### src/adp_pkg.sv
// shared constants, target codes and range helper for the address decode block
`default_nettype none
package adp_pkg;
    // architectural windows
    localparam logic [31:0] CODE_LO = 32'h0000_0000;
    localparam logic [31:0] CODE_HI = 32'h1fff_ffff;
    localparam logic [31:0] DATA_LO = 32'h2000_0000;
    localparam logic [31:0] DATA_HI = 32'h3fff_ffff;
    localparam logic [31:0] PERI_LO = 32'h4000_0000;
    localparam logic [31:0] PERI_HI = 32'h5fff_ffff;
    localparam logic [31:0] XMEM_LO = 32'h6000_0000;
    localparam logic [31:0] XMEM_HI = 32'h9fff_ffff;
    localparam logic [31:0] XDEV_LO = 32'ha000_0000;
    localparam logic [31:0] XDEV_HI = 32'hdfff_ffff;
    localparam logic [31:0] CPRV_LO = 32'he000_0000;
    localparam logic [31:0] CPRV_HI = 32'he00f_ffff;
    localparam logic [31:0] SYSR_LO = 32'he010_0000;
    localparam logic [31:0] SYSR_HI = 32'hffff_ffff;
    // internal memories
    localparam logic [31:0] ROM_LO = 32'h0000_0000;
    localparam logic [31:0] ROM_HI = 32'h0001_ffff;
    localparam logic [31:0] SRAM_LO = 32'h0800_0000;
    localparam logic [31:0] SRAM_HI = 32'h0804_7fff;
    localparam logic [31:0] FLASH_LO = 32'h1000_0000;
    localparam logic [31:0] FLASH_HI = 32'h100f_ffff;
    localparam logic [31:0] AUXF_LO = 32'h1400_0000;
    localparam logic [31:0] AUXF_HI = 32'h1400_7fff;
    localparam logic [31:0] SUPF_LO = 32'h1600_0000;
    localparam logic [31:0] SUPF_HI = 32'h1600_7fff;
    // flash geometry: 128-bit read word, 512-byte program row
    localparam int FLASH_WORD_SHIFT = 4;
    localparam int FLASH_ROW_SHIFT = 9;
    localparam int SRAM_BLOCK_SHIFT = 15;
    localparam int SRAM_BLOCKS = 9;
    // fuses
    localparam int FUSE_BITS = 1024;
    localparam int FUSE_SYS_BITS = 512;
    localparam int CTX_NUM = 8;
    localparam logic [2:0] CTX_BOOT = 3'h0;
    // permission bit positions
    localparam int PERM_RD = 0;
    localparam int PERM_WR = 1;
    localparam int PERM_EX = 2;
    localparam int PERM_USER = 3;
    localparam int PERM_NSEC = 4;
    localparam logic [4:0] PERM_RESET = 5'h00;
    // masters
    localparam logic [1:0] MST_PRIMARY = 2'h0;
    localparam logic [1:0] MST_SECONDARY = 2'h1;
    localparam logic [1:0] MST_DEBUG = 2'h2;
    localparam logic [1:0] MST_DMA = 2'h3;

    typedef enum logic [3:0] {
        TGT_NONE, TGT_ROM, TGT_SRAM, TGT_FLASH, TGT_AUXF, TGT_SUPF,
        TGT_PERI, TGT_XMEM, TGT_CORE, TGT_SYSREG
    } adp_target_e;

    function automatic logic in_range(input logic [31:0] a, input logic [31:0] lo,
                                      input logic [31:0] hi);
        in_range = (a >= lo) && (a <= hi);
    endfunction
endpackage
`default_nettype wire

### src/adp_decoder.sv
// system address decoder with protection, flash gating and system-call dispatch
`timescale 1ns/10ps
`default_nettype none
module adp_decoder (
    input wire logic clk_sys_i,
    input wire logic resetn_i,
    // access request
    input wire logic req_valid_i,
    input wire logic [31:0] req_addr_i,
    input wire logic req_write_i,
    input wire logic req_fetch_i,
    input wire logic req_priv_i,
    input wire logic req_secure_i,
    input wire logic [1:0] req_master_i,
    input wire logic [2:0] req_ctx_i,
    // guard configuration
    input wire logic cfg_mem_we_i,
    input wire logic cfg_peri_we_i,
    input wire logic [2:0] cfg_ctx_i,
    input wire logic [31:0] cfg_base_i,
    input wire logic [31:0] cfg_limit_i,
    input wire logic [4:0] cfg_perm_i,
    // system state
    input wire logic lifecycle_secure_i,
    input wire logic ultra_low_power_mode_i,
    input wire logic [adp_pkg::SRAM_BLOCKS-1:0] sram_block_on_i,
    input wire logic [adp_pkg::SRAM_BLOCKS-1:0] sram_block_retain_i,
    // system calls: primary core, secondary core, debug access port
    input wire logic [2:0] sys_call_req_i,
    // fuses
    input wire logic fuse_prog_i,
    input wire logic [9:0] fuse_prog_idx_i,
    input wire logic [2:0] fuse_ctx_i,
    input wire logic [9:0] fuse_rd_idx_i,
    // response
    output logic rsp_valid_o,
    output logic rsp_err_o,
    output logic [3:0] rsp_target_o,
    output logic rsp_core_local_o,
    output logic [15:0] rsp_flash_word_o,
    output logic [10:0] rsp_flash_row_o,
    output logic [3:0] rsp_sram_block_o,
    output logic [adp_pkg::SRAM_BLOCKS-1:0] sram_sleep_keep_o,
    output logic secondary_nmi_o,
    output logic fuse_bit_o,
    output logic fuse_err_o
);
    logic rsp_valid_reg;
    logic rsp_err_reg;
    logic [3:0] rsp_target_reg;
    logic rsp_core_local_reg;
    logic [15:0] flash_word_reg;
    logic [10:0] flash_row_reg;
    logic [3:0] sram_block_reg;
    logic [adp_pkg::SRAM_BLOCKS-1:0] sram_keep_reg;
    logic nmi_reg;
    logic mem_allow;
    logic peri_allow;

    // window decode; master id never enters it, so both cores share the map
    wire [31:0] a = req_addr_i;
    wire in_code = adp_pkg::in_range(a, adp_pkg::CODE_LO, adp_pkg::CODE_HI);
    wire in_data = adp_pkg::in_range(a, adp_pkg::DATA_LO, adp_pkg::DATA_HI);
    wire in_peri = adp_pkg::in_range(a, adp_pkg::PERI_LO, adp_pkg::PERI_HI);
    wire in_xmem = adp_pkg::in_range(a, adp_pkg::XMEM_LO, adp_pkg::XMEM_HI);
    wire in_xdev = adp_pkg::in_range(a, adp_pkg::XDEV_LO, adp_pkg::XDEV_HI);
    wire in_core = adp_pkg::in_range(a, adp_pkg::CPRV_LO, adp_pkg::CPRV_HI);
    wire in_sysr = adp_pkg::in_range(a, adp_pkg::SYSR_LO, adp_pkg::SYSR_HI);

    // internal memories inside the code region
    wire in_rom = adp_pkg::in_range(a, adp_pkg::ROM_LO, adp_pkg::ROM_HI);
    wire in_sram = adp_pkg::in_range(a, adp_pkg::SRAM_LO, adp_pkg::SRAM_HI);
    wire in_flash = adp_pkg::in_range(a, adp_pkg::FLASH_LO, adp_pkg::FLASH_HI);
    wire in_auxf = adp_pkg::in_range(a, adp_pkg::AUXF_LO, adp_pkg::AUXF_HI);
    wire in_supf = adp_pkg::in_range(a, adp_pkg::SUPF_LO, adp_pkg::SUPF_HI);
    wire any_flash = in_flash || in_auxf || in_supf;

    // target selection; holes in the code region fall to none
    adp_pkg::adp_target_e tgt;
    assign tgt = in_rom ? adp_pkg::TGT_ROM :
                 in_sram ? adp_pkg::TGT_SRAM :
                 in_flash ? adp_pkg::TGT_FLASH :
                 in_auxf ? adp_pkg::TGT_AUXF :
                 in_supf ? adp_pkg::TGT_SUPF :
                 in_peri ? adp_pkg::TGT_PERI :
                 in_xmem ? adp_pkg::TGT_XMEM :
                 in_core ? adp_pkg::TGT_CORE :
                 in_sysr ? adp_pkg::TGT_SYSREG :
                 adp_pkg::TGT_NONE;

    // offsets into flash and sram for word, row and block indices
    wire [31:0] flash_base = in_flash ? adp_pkg::FLASH_LO :
                             in_auxf ? adp_pkg::AUXF_LO : adp_pkg::SUPF_LO;
    wire [31:0] flash_off = a - flash_base;
    wire [31:0] sram_off = a - adp_pkg::SRAM_LO;
    wire [15:0] flash_word = flash_off[adp_pkg::FLASH_WORD_SHIFT +: 16];
    wire [10:0] flash_row = flash_off[adp_pkg::FLASH_ROW_SHIFT +: 11];
    wire [3:0] sram_block = sram_off[adp_pkg::SRAM_BLOCK_SHIFT +: 4];

    // fetch only from code and external memory; peripherals never execute
    wire fetch_bad = req_fetch_i && !(in_code || in_xmem);
    // boot rom runs only on the secondary core in the boot context
    wire rom_bad = in_rom && !(req_master_i == adp_pkg::MST_SECONDARY
                               && req_ctx_i == adp_pkg::CTX_BOOT);
    // secure lifecycle freezes the supervisory sector
    wire supf_bad = in_supf && req_write_i && lifecycle_secure_i;
    // reads stay legal in both power modes; writes are held off in ultra low power
    wire ulp_bad = any_flash && req_write_i && ultra_low_power_mode_i;
    // the boot rom is never writable
    wire rom_wr_bad = in_rom && req_write_i;
    // a powered-down sram block cannot answer
    wire sram_bad = in_sram && !sram_block_on_i[sram_block];
    // core-private and system windows bypass the shared guards
    wire guard_bad = (in_peri && !peri_allow) ||
                     (!in_peri && !in_core && !in_sysr && !mem_allow);
    wire decode_bad = (tgt == adp_pkg::TGT_NONE) || in_data || in_xdev;
    wire err_now = decode_bad || fetch_bad || rom_bad || supf_bad || ulp_bad ||
                   rom_wr_bad || sram_bad || guard_bad;

    // guard for memories shared by masters
    adp_region_guard u_shared_region_guard (
        .clk_sys_i(clk_sys_i),
        .resetn_i(resetn_i),
        .cfg_we_i(cfg_mem_we_i),
        .cfg_ctx_i(cfg_ctx_i),
        .cfg_base_i(cfg_base_i),
        .cfg_limit_i(cfg_limit_i),
        .cfg_perm_i(cfg_perm_i),
        .chk_addr_i(req_addr_i),
        .chk_ctx_i(req_ctx_i),
        .chk_write_i(req_write_i),
        .chk_fetch_i(req_fetch_i),
        .chk_priv_i(req_priv_i),
        .chk_secure_i(req_secure_i),
        .allow_o(mem_allow)
    );

    // guard for the peripheral register window
    adp_region_guard u_peripheral_register_guard (
        .clk_sys_i(clk_sys_i),
        .resetn_i(resetn_i),
        .cfg_we_i(cfg_peri_we_i),
        .cfg_ctx_i(cfg_ctx_i),
        .cfg_base_i(cfg_base_i),
        .cfg_limit_i(cfg_limit_i),
        .cfg_perm_i(cfg_perm_i),
        .chk_addr_i(req_addr_i),
        .chk_ctx_i(req_ctx_i),
        .chk_write_i(req_write_i),
        .chk_fetch_i(req_fetch_i),
        .chk_priv_i(req_priv_i),
        .chk_secure_i(req_secure_i),
        .allow_o(peri_allow)
    );

    // fuse array; system half needs the boot context to program
    adp_fuse_array u_fuse (
        .clk_sys_i(clk_sys_i),
        .resetn_i(resetn_i),
        .prog_i(fuse_prog_i),
        .prog_idx_i(fuse_prog_idx_i),
        .prog_sys_ok_i(fuse_ctx_i == adp_pkg::CTX_BOOT),
        .rd_idx_i(fuse_rd_idx_i),
        .rd_bit_o(fuse_bit_o),
        .prog_err_o(fuse_err_o)
    );

    // response stage: one cycle after the request
    always_ff @(posedge clk_sys_i or negedge resetn_i) begin
        if (!resetn_i) begin
            rsp_valid_reg <= 1'b0;
            rsp_err_reg <= 1'b0;
            rsp_target_reg <= 4'h0;
            rsp_core_local_reg <= 1'b0;
        end else begin
            rsp_valid_reg <= req_valid_i;
            rsp_err_reg <= req_valid_i && err_now;
            rsp_target_reg <= req_valid_i ? tgt : 4'h0;
            rsp_core_local_reg <= req_valid_i && in_core && !err_now;
        end
    end

    // memory index outputs held with the response
    always_ff @(posedge clk_sys_i or negedge resetn_i) begin
        if (!resetn_i) begin
            flash_word_reg <= 16'h0000;
            flash_row_reg <= 11'h000;
            sram_block_reg <= 4'h0;
        end else if (req_valid_i) begin
            flash_word_reg <= any_flash ? flash_word : 16'h0000;
            flash_row_reg <= any_flash ? flash_row : 11'h000;
            sram_block_reg <= in_sram ? sram_block : 4'h0;
        end
    end

    // retention per 32 KB block, only for blocks that are powered
    always_ff @(posedge clk_sys_i or negedge resetn_i) begin
        if (!resetn_i) begin
            sram_keep_reg <= '0;
        end else begin
            sram_keep_reg <= sram_block_on_i & sram_block_retain_i;
        end
    end

    // any system-call source raises the nmi on the secondary core one cycle later, held while the request stays high
    always_ff @(posedge clk_sys_i or negedge resetn_i) begin
        if (!resetn_i) begin
            nmi_reg <= 1'b0;
        end else begin
            nmi_reg <= |sys_call_req_i;
        end
    end

    assign rsp_valid_o = rsp_valid_reg;
    assign rsp_err_o = rsp_err_reg;
    assign rsp_target_o = rsp_target_reg;
    assign rsp_core_local_o = rsp_core_local_reg;
    assign rsp_flash_word_o = flash_word_reg;
    assign rsp_flash_row_o = flash_row_reg;
    assign rsp_sram_block_o = sram_block_reg;
    assign sram_sleep_keep_o = sram_keep_reg;
    assign secondary_nmi_o = nmi_reg;
endmodule
`default_nettype wire

### src/adp_region_guard.sv
// one protection unit: a region and permission set per protection context
`timescale 1ns/10ps
`default_nettype none
module adp_region_guard (
    input wire logic clk_sys_i,
    input wire logic resetn_i,
    input wire logic cfg_we_i,
    input wire logic [2:0] cfg_ctx_i,
    input wire logic [31:0] cfg_base_i,
    input wire logic [31:0] cfg_limit_i,
    input wire logic [4:0] cfg_perm_i,
    input wire logic [31:0] chk_addr_i,
    input wire logic [2:0] chk_ctx_i,
    input wire logic chk_write_i,
    input wire logic chk_fetch_i,
    input wire logic chk_priv_i,
    input wire logic chk_secure_i,
    output logic allow_o
);
    logic [31:0] base_reg [adp_pkg::CTX_NUM];
    logic [31:0] limit_reg [adp_pkg::CTX_NUM];
    logic [4:0] perm_reg [adp_pkg::CTX_NUM];

    // per-context storage; reset denies everything outside the boot context
    for (genvar g = 0; g < adp_pkg::CTX_NUM; g++) begin : g_ent
        always_ff @(posedge clk_sys_i or negedge resetn_i) begin
            if (!resetn_i) begin
                base_reg[g] <= 32'h0000_0000;
                limit_reg[g] <= 32'h0000_0000;
                perm_reg[g] <= adp_pkg::PERM_RESET;
            end else if (cfg_we_i && cfg_ctx_i == 3'(g)) begin
                base_reg[g] <= cfg_base_i;
                limit_reg[g] <= cfg_limit_i;
                perm_reg[g] <= cfg_perm_i;
            end
        end
    end

    // attribute check: range, direction, code/data, privilege, security
    wire [4:0] perm = perm_reg[chk_ctx_i];
    wire hit = adp_pkg::in_range(chk_addr_i, base_reg[chk_ctx_i], limit_reg[chk_ctx_i]);
    wire dir_ok = chk_write_i ? perm[adp_pkg::PERM_WR] : perm[adp_pkg::PERM_RD];
    wire type_ok = !chk_fetch_i || perm[adp_pkg::PERM_EX];
    wire priv_ok = chk_priv_i || perm[adp_pkg::PERM_USER];
    wire sec_ok = chk_secure_i || perm[adp_pkg::PERM_NSEC];
    // boot context always passes so secure boot can set up the units
    wire boot_ctx = (chk_ctx_i == adp_pkg::CTX_BOOT);
    assign allow_o = boot_ctx || (hit && dir_ok && type_ok && priv_ok && sec_ok);
endmodule
`default_nettype wire

### src/adp_fuse_array.sv
// one-time fuse array: between resets, bits only ever go from 0 to 1
`timescale 1ns/10ps
`default_nettype none
module adp_fuse_array (
    input wire logic clk_sys_i,
    input wire logic resetn_i,
    input wire logic prog_i,
    input wire logic [9:0] prog_idx_i,
    input wire logic prog_sys_ok_i,
    input wire logic [9:0] rd_idx_i,
    output logic rd_bit_o,
    output logic prog_err_o
);
    logic [adp_pkg::FUSE_BITS-1:0] fuse_reg;
    // lower half is system-owned and needs the boot context
    wire sys_bit = (prog_idx_i < 10'(adp_pkg::FUSE_SYS_BITS));
    wire prog_ok = prog_i && (!sys_bit || prog_sys_ok_i);

    // blowing only sets; reset is the only path that clears a bit
    always_ff @(posedge clk_sys_i or negedge resetn_i) begin
        if (!resetn_i) begin
            fuse_reg <= '0;
            rd_bit_o <= 1'b0;
            prog_err_o <= 1'b0;
        end else begin
            if (prog_ok) begin
                fuse_reg[prog_idx_i] <= 1'b1;
            end
            rd_bit_o <= fuse_reg[rd_idx_i];
            prog_err_o <= prog_i && !prog_ok;
        end
    end
endmodule
`default_nettype wire

### config.mk
export PLATFORM = sky130hd
export DESIGN_NAME = adp_decoder
export DESIGN_NICKNAME = d
export VERILOG_FILES = /design/src/adp_pkg.sv /design/src/adp_decoder.sv /design/src/adp_region_guard.sv /design/src/adp_fuse_array.sv
export SDC_FILE = /design/constraint.sdc
export NUM_CORES = 2
export LEC_CHECK = 0
export BUFFER_PORTS_ARGS = -buffer_cell sky130_fd_sc_hd__buf_2
export CAP_MARGIN = 5
export CORE_AREA = 4 4 413 415
export CTS_BUF_LIST = sky130_fd_sc_hd__clkbuf_4 sky130_fd_sc_hd__clkbuf_8
export DETAILED_ROUTE_END_ITERATION = 12
export DIE_AREA = 0 0 417 419
export PLACE_DENSITY = 0.85
export SYNTH_ARGS = -nofsm -noshare
export SYNTH_HDL_FRONTEND = slang
export SYNTH_HIERARCHICAL = 1
export SYNTH_SLANG_ARGS = --single-unit
export TNS_END_PERCENT = 10
### constraint.sdc
create_clock -name clk_sys_i -period 3.7 [get_ports clk_sys_i]
set_input_delay 0.37 -clock clk_sys_i [delete_from_list [all_inputs] [get_ports clk_sys_i]]
set_output_delay 0.37 -clock clk_sys_i [all_outputs]
set_load 0.02 [all_outputs]
==> flow_metrics.tcl <==
set metrics [dict create \
    outcome "finished, violations left" \
    violations "negative setup slack" \
    synth-edff-count 0 \
    critical_path.top_delay_family "compound AO/OA/AOI/OAI gates" \
    cp-startpoint "u_peripheral_register_guard/limit_reg[209]" \
    finalNetCount 7374 \
    antenna_found_initial 18 \
    crit_end "rsp_core_local_o" \
    ys_warn_count 6 \
    initial_core_util_pct 58.7 \
    pre_cts_ws_ns -1.29 \
    power_mw 58.5 \
    syn2layout_area_growth_pct 14.1 \
    syn_nets 6772 \
    viasPerCell 6.72 \
    power_density_mw_per_mm2 524 \
    clock_latency_ns 1.11 \
    port_buffers 214 \
    ant_nets 0 \
    critPathArrivalTime_ns 5.02 \
    multi_input_area_mm2 0.0411 \
    synthCells 6479 \
    seq_area_frac_synth_pct 55.4 \
    largest_reg_flops 1024 \
    gp_routability_congestion 0.862 \
    hold_class "input pin to flop" \
    crit_type "flop to flop" \
    crit_buf_inv 1 \
    synthFlopType "dfrtp_1" \
    clock-sinks 2167 \
    avgSynthCellArea_um2 15.1 \
    required_ns 4.68 \
    maxSlewHeadroom_pct 22.3 \
    timing.critical_path.fanout_max 2 \
    grt_pass1_vias 68900 \
    fin_tns_setup_ns -0.622 \
    grt_pass1_wl_um 423000 \
    fp-row-count 150 \
    async_flop_share_pct 100 \
    cts_buffer_depth 4 \
    skew_ns 0.0632 \
    critPathCaptureType "flop" \
    cts_tree "built" \
    cts_inserted_buffers 361 \
    cp.depth 15 \
    path_cells "mux4_1, mux2i_1, ha_1, a21oi_2, o21ai_2, a221oi_2, buf_4, o21ai_1, o21ai_2, o221a_1, or4b_4, nand3_2, a22oi_2, nor4b_4, and4_1" \
    worst_pin_slew_ns 1.16 \
    r2r-end "rsp_core_local_o" \
    r2r_slack_ns -0.35 \
    worstSetupStartpointType "flop" \
    slowest_delay_ns 0.53 \
    ys_ff_latch 2167 \
    cts_root_buf "clkbuf_8" \
    vdd_drop_max_mv 0.521 \
    setup_violations 2 \
    gr-total-overflow 0 \
    fill_cells 10500 \
    core-area_mm2 0.167 \
    worst_slack_ns -0.345 \
    vias 64100 \
    h-tree-depth 5 \
    drv_slew 0 \
    dp.cells 8774 \
    dieHeight_um 419 \
    groute.usage.overall_pct 31.8 \
    r2r_cells 15 \
    leakage_nw 58.3 \
    utilization_pct 67.1 \
    syn_area_mm2 0.0979 \
    drc 0 \
    routedWlPerCell_um 29.1 \
    crit_path_top_delay_cell "mux4_1" \
    period_share_pct 109 \
    crit_path_frequent_cell "o21ai_2" \
    routed_wl_um 278000 \
    fmax_mhz 247 \
    drive_gt1_share_pct 37.9 \
    die-area_mm2 0.175 \
    dp_hpwl_um 161000 \
    timing.final.crit_period_ns 4.05 \
    ys_types 84 \
    reg2reg_from "u_peripheral_register_guard/limit_reg[209]" \
    rsz0062_at_grt "yes" \
    initialDrtViolationCount 6838 \
    dr.pass1.iters 7 \
    layout.cells.non_filler 9539 \
    regArea_mm2 0.0542 \
    cts.clk_slew.worst_paths_ns 0.07 \
    boundaryPins 215 \
    maxCapViolations 0 \
    dieWidth_um 417 \
    grt_max_degree 138 \
    hold_viol_final 0 \
]
==> tightest hold or removal path, delay by kind of cell <==
family	cells	cell delay, ns
AO/OA/AOI/OAI	2	0.22
AND/OR/NAND/NOR	2	0.28
buffers and inverters	1	0.21
==> cell usage after synthesis (6+ instances only) <==
cell type,number,area (µm²)
o22ai_1,21,131
a21oi_1,70,350
nand4b_1,8,70.1
buf_12,17,340
o21bai_1,73,548
and2_1,16,100
nor2_1,109,409
buf_4,43,323
nand2b_1,13,81.3
o21ai_0,24,120
buf_1,12,45.0
and2b_2,6,52.6
nand4_1,42,263
dlymetal6s2s_1,6,75.1
nor2b_1,24,150
a22o_1,23,201
nand2_1,99,372
a21o_1,968,7270
mux2_2,1088,12300
mux2_1,24,270
buf_2,143,716
clkbuf_1,243,912
or2_2,6,37.5
o221ai_1,38,333
dfrtp_1,2167,54200
nand3_1,38,190
a22oi_1,22,165
a31oi_1,12,75.1
nor4_1,9,56.3
mux2i_1,229,2290
o211ai_1,13,97.6
ha_1,128,1600
buf_6,36,405
nor3_1,50,250
nand3b_1,10,75.1
or3_1,6,37.5
inv_1,13,48.8
a221oi_1,11,96.3
mux4_2,337,7590
a211oi_1,14,105
mux4_1,154,4050
==> metal layers <==
metal	vias up	share of wire [%]	track usage, %
met3	1183	9.2	7.78
met5	-	0.017	0
met1	33700	37	40.3
met2	3526	47	50.5
met4	8	6.8	18.7
li1	25700	-	-
==> per-stage QoR <==
stage	area, µm²	hold WS [ns]
6_report	112000	0.0848
5_1_grt	112000	0.0840
4_1_cts	112000	0.00722
3_3_place_gp	103000	0.399
2_1_floorplan	97900	0.0744
3_5_place_dp	103000	0.371
==> cell usage in the layout, fill, tap and decap left out, types with 15 or more instances in the layout <==
cell,count
mux2_1,24
nor2_2,26
o221ai_1,38
a22oi_1,21
nor2_1,71
o21bai_1,73
mux4_2,346
dlygate4sd3_1,142
buf_4,323
diode_2,16
nand2_1,99
nand4_1,42
dfrtp_1,2167
clkbuf_8,419
ha_1,127
o21ai_0,18
a21o_1,968
nor3_2,18
a22o_1,23
buf_12,67
buf_2,208
clkinv_2,33
mux2_2,1088
nor2b_1,24
mux4_1,145
o22ai_1,21
nor3_1,32
and2_1,15
mux2i_1,225
a21oi_1,67
clkbuf_4,134
nand3_1,37
==> area by class of cell <==
cell class              instances  area share [%]
repair buffers                747            5.67
clock buffers                 552            6.05
inverters                      14          0.0470
diodes                         16          0.0358
clock inverters                49           0.382
flip-flops and latches       2167            48.5
well taps                    2204            2.47
multi-input cells            3790            36.8
==> worst min-delay path by stage <==
stage / cells past startpoint / slack (ns) / start / endpoint
2_1_floorplan: 0 / 0.07 / resetn_i / rsp_core_local_o
3_3_place_gp: 1 / 0.40 / resetn_i / u_fuse/fuse_reg[127]
3_5_place_dp: 1 / 0.37 / resetn_i / u_fuse/fuse_reg[194]
4_1_cts: 5 / 0.007 / req_addr_i[23] / rsp_err_o
5_1_grt: 5 / 0.08 / req_addr_i[22] / rsp_err_o
6_report: 5 / 0.08 / req_addr_i[23] / rsp_err_o
==> what timing repair did <==
item / in CTS / in global routing
endpoints found under the hold margin: 2734 / 0
hold buffers: 143 / 0
pin swaps: 16 / 16
setup buffers: 3 / 3
gates resized for setup: 22 / 13
gates cloned: 0 / 0
setup endpoints to repair: 2 / 2
==> power by group <==
group	switching [mW]	internal, mW	total (mW)	leakage [nW]
clock	9.51	12.0	21.5	3.85
sequential	1.55	26.6	28.1	28.0
combinational	4.09	4.82	8.91	26.5
total	15.1	43.4	58.5	58.3
==> logic make-up (layout without fill, tap and decap cells) <==
logic type      after synthesis  after routing  synth area share (%)
compound gates             1351           1351                  10.3
fa+ha+maj                   128            128                  1.64
buf+inv                     522           1362                  3.02
flops                      2167           2167                  55.4
mux                        1834           1834                  27.1
other cells                   0             16                     0
simple gates                477            477                  2.60
Power figures use the tool's default switching activity.
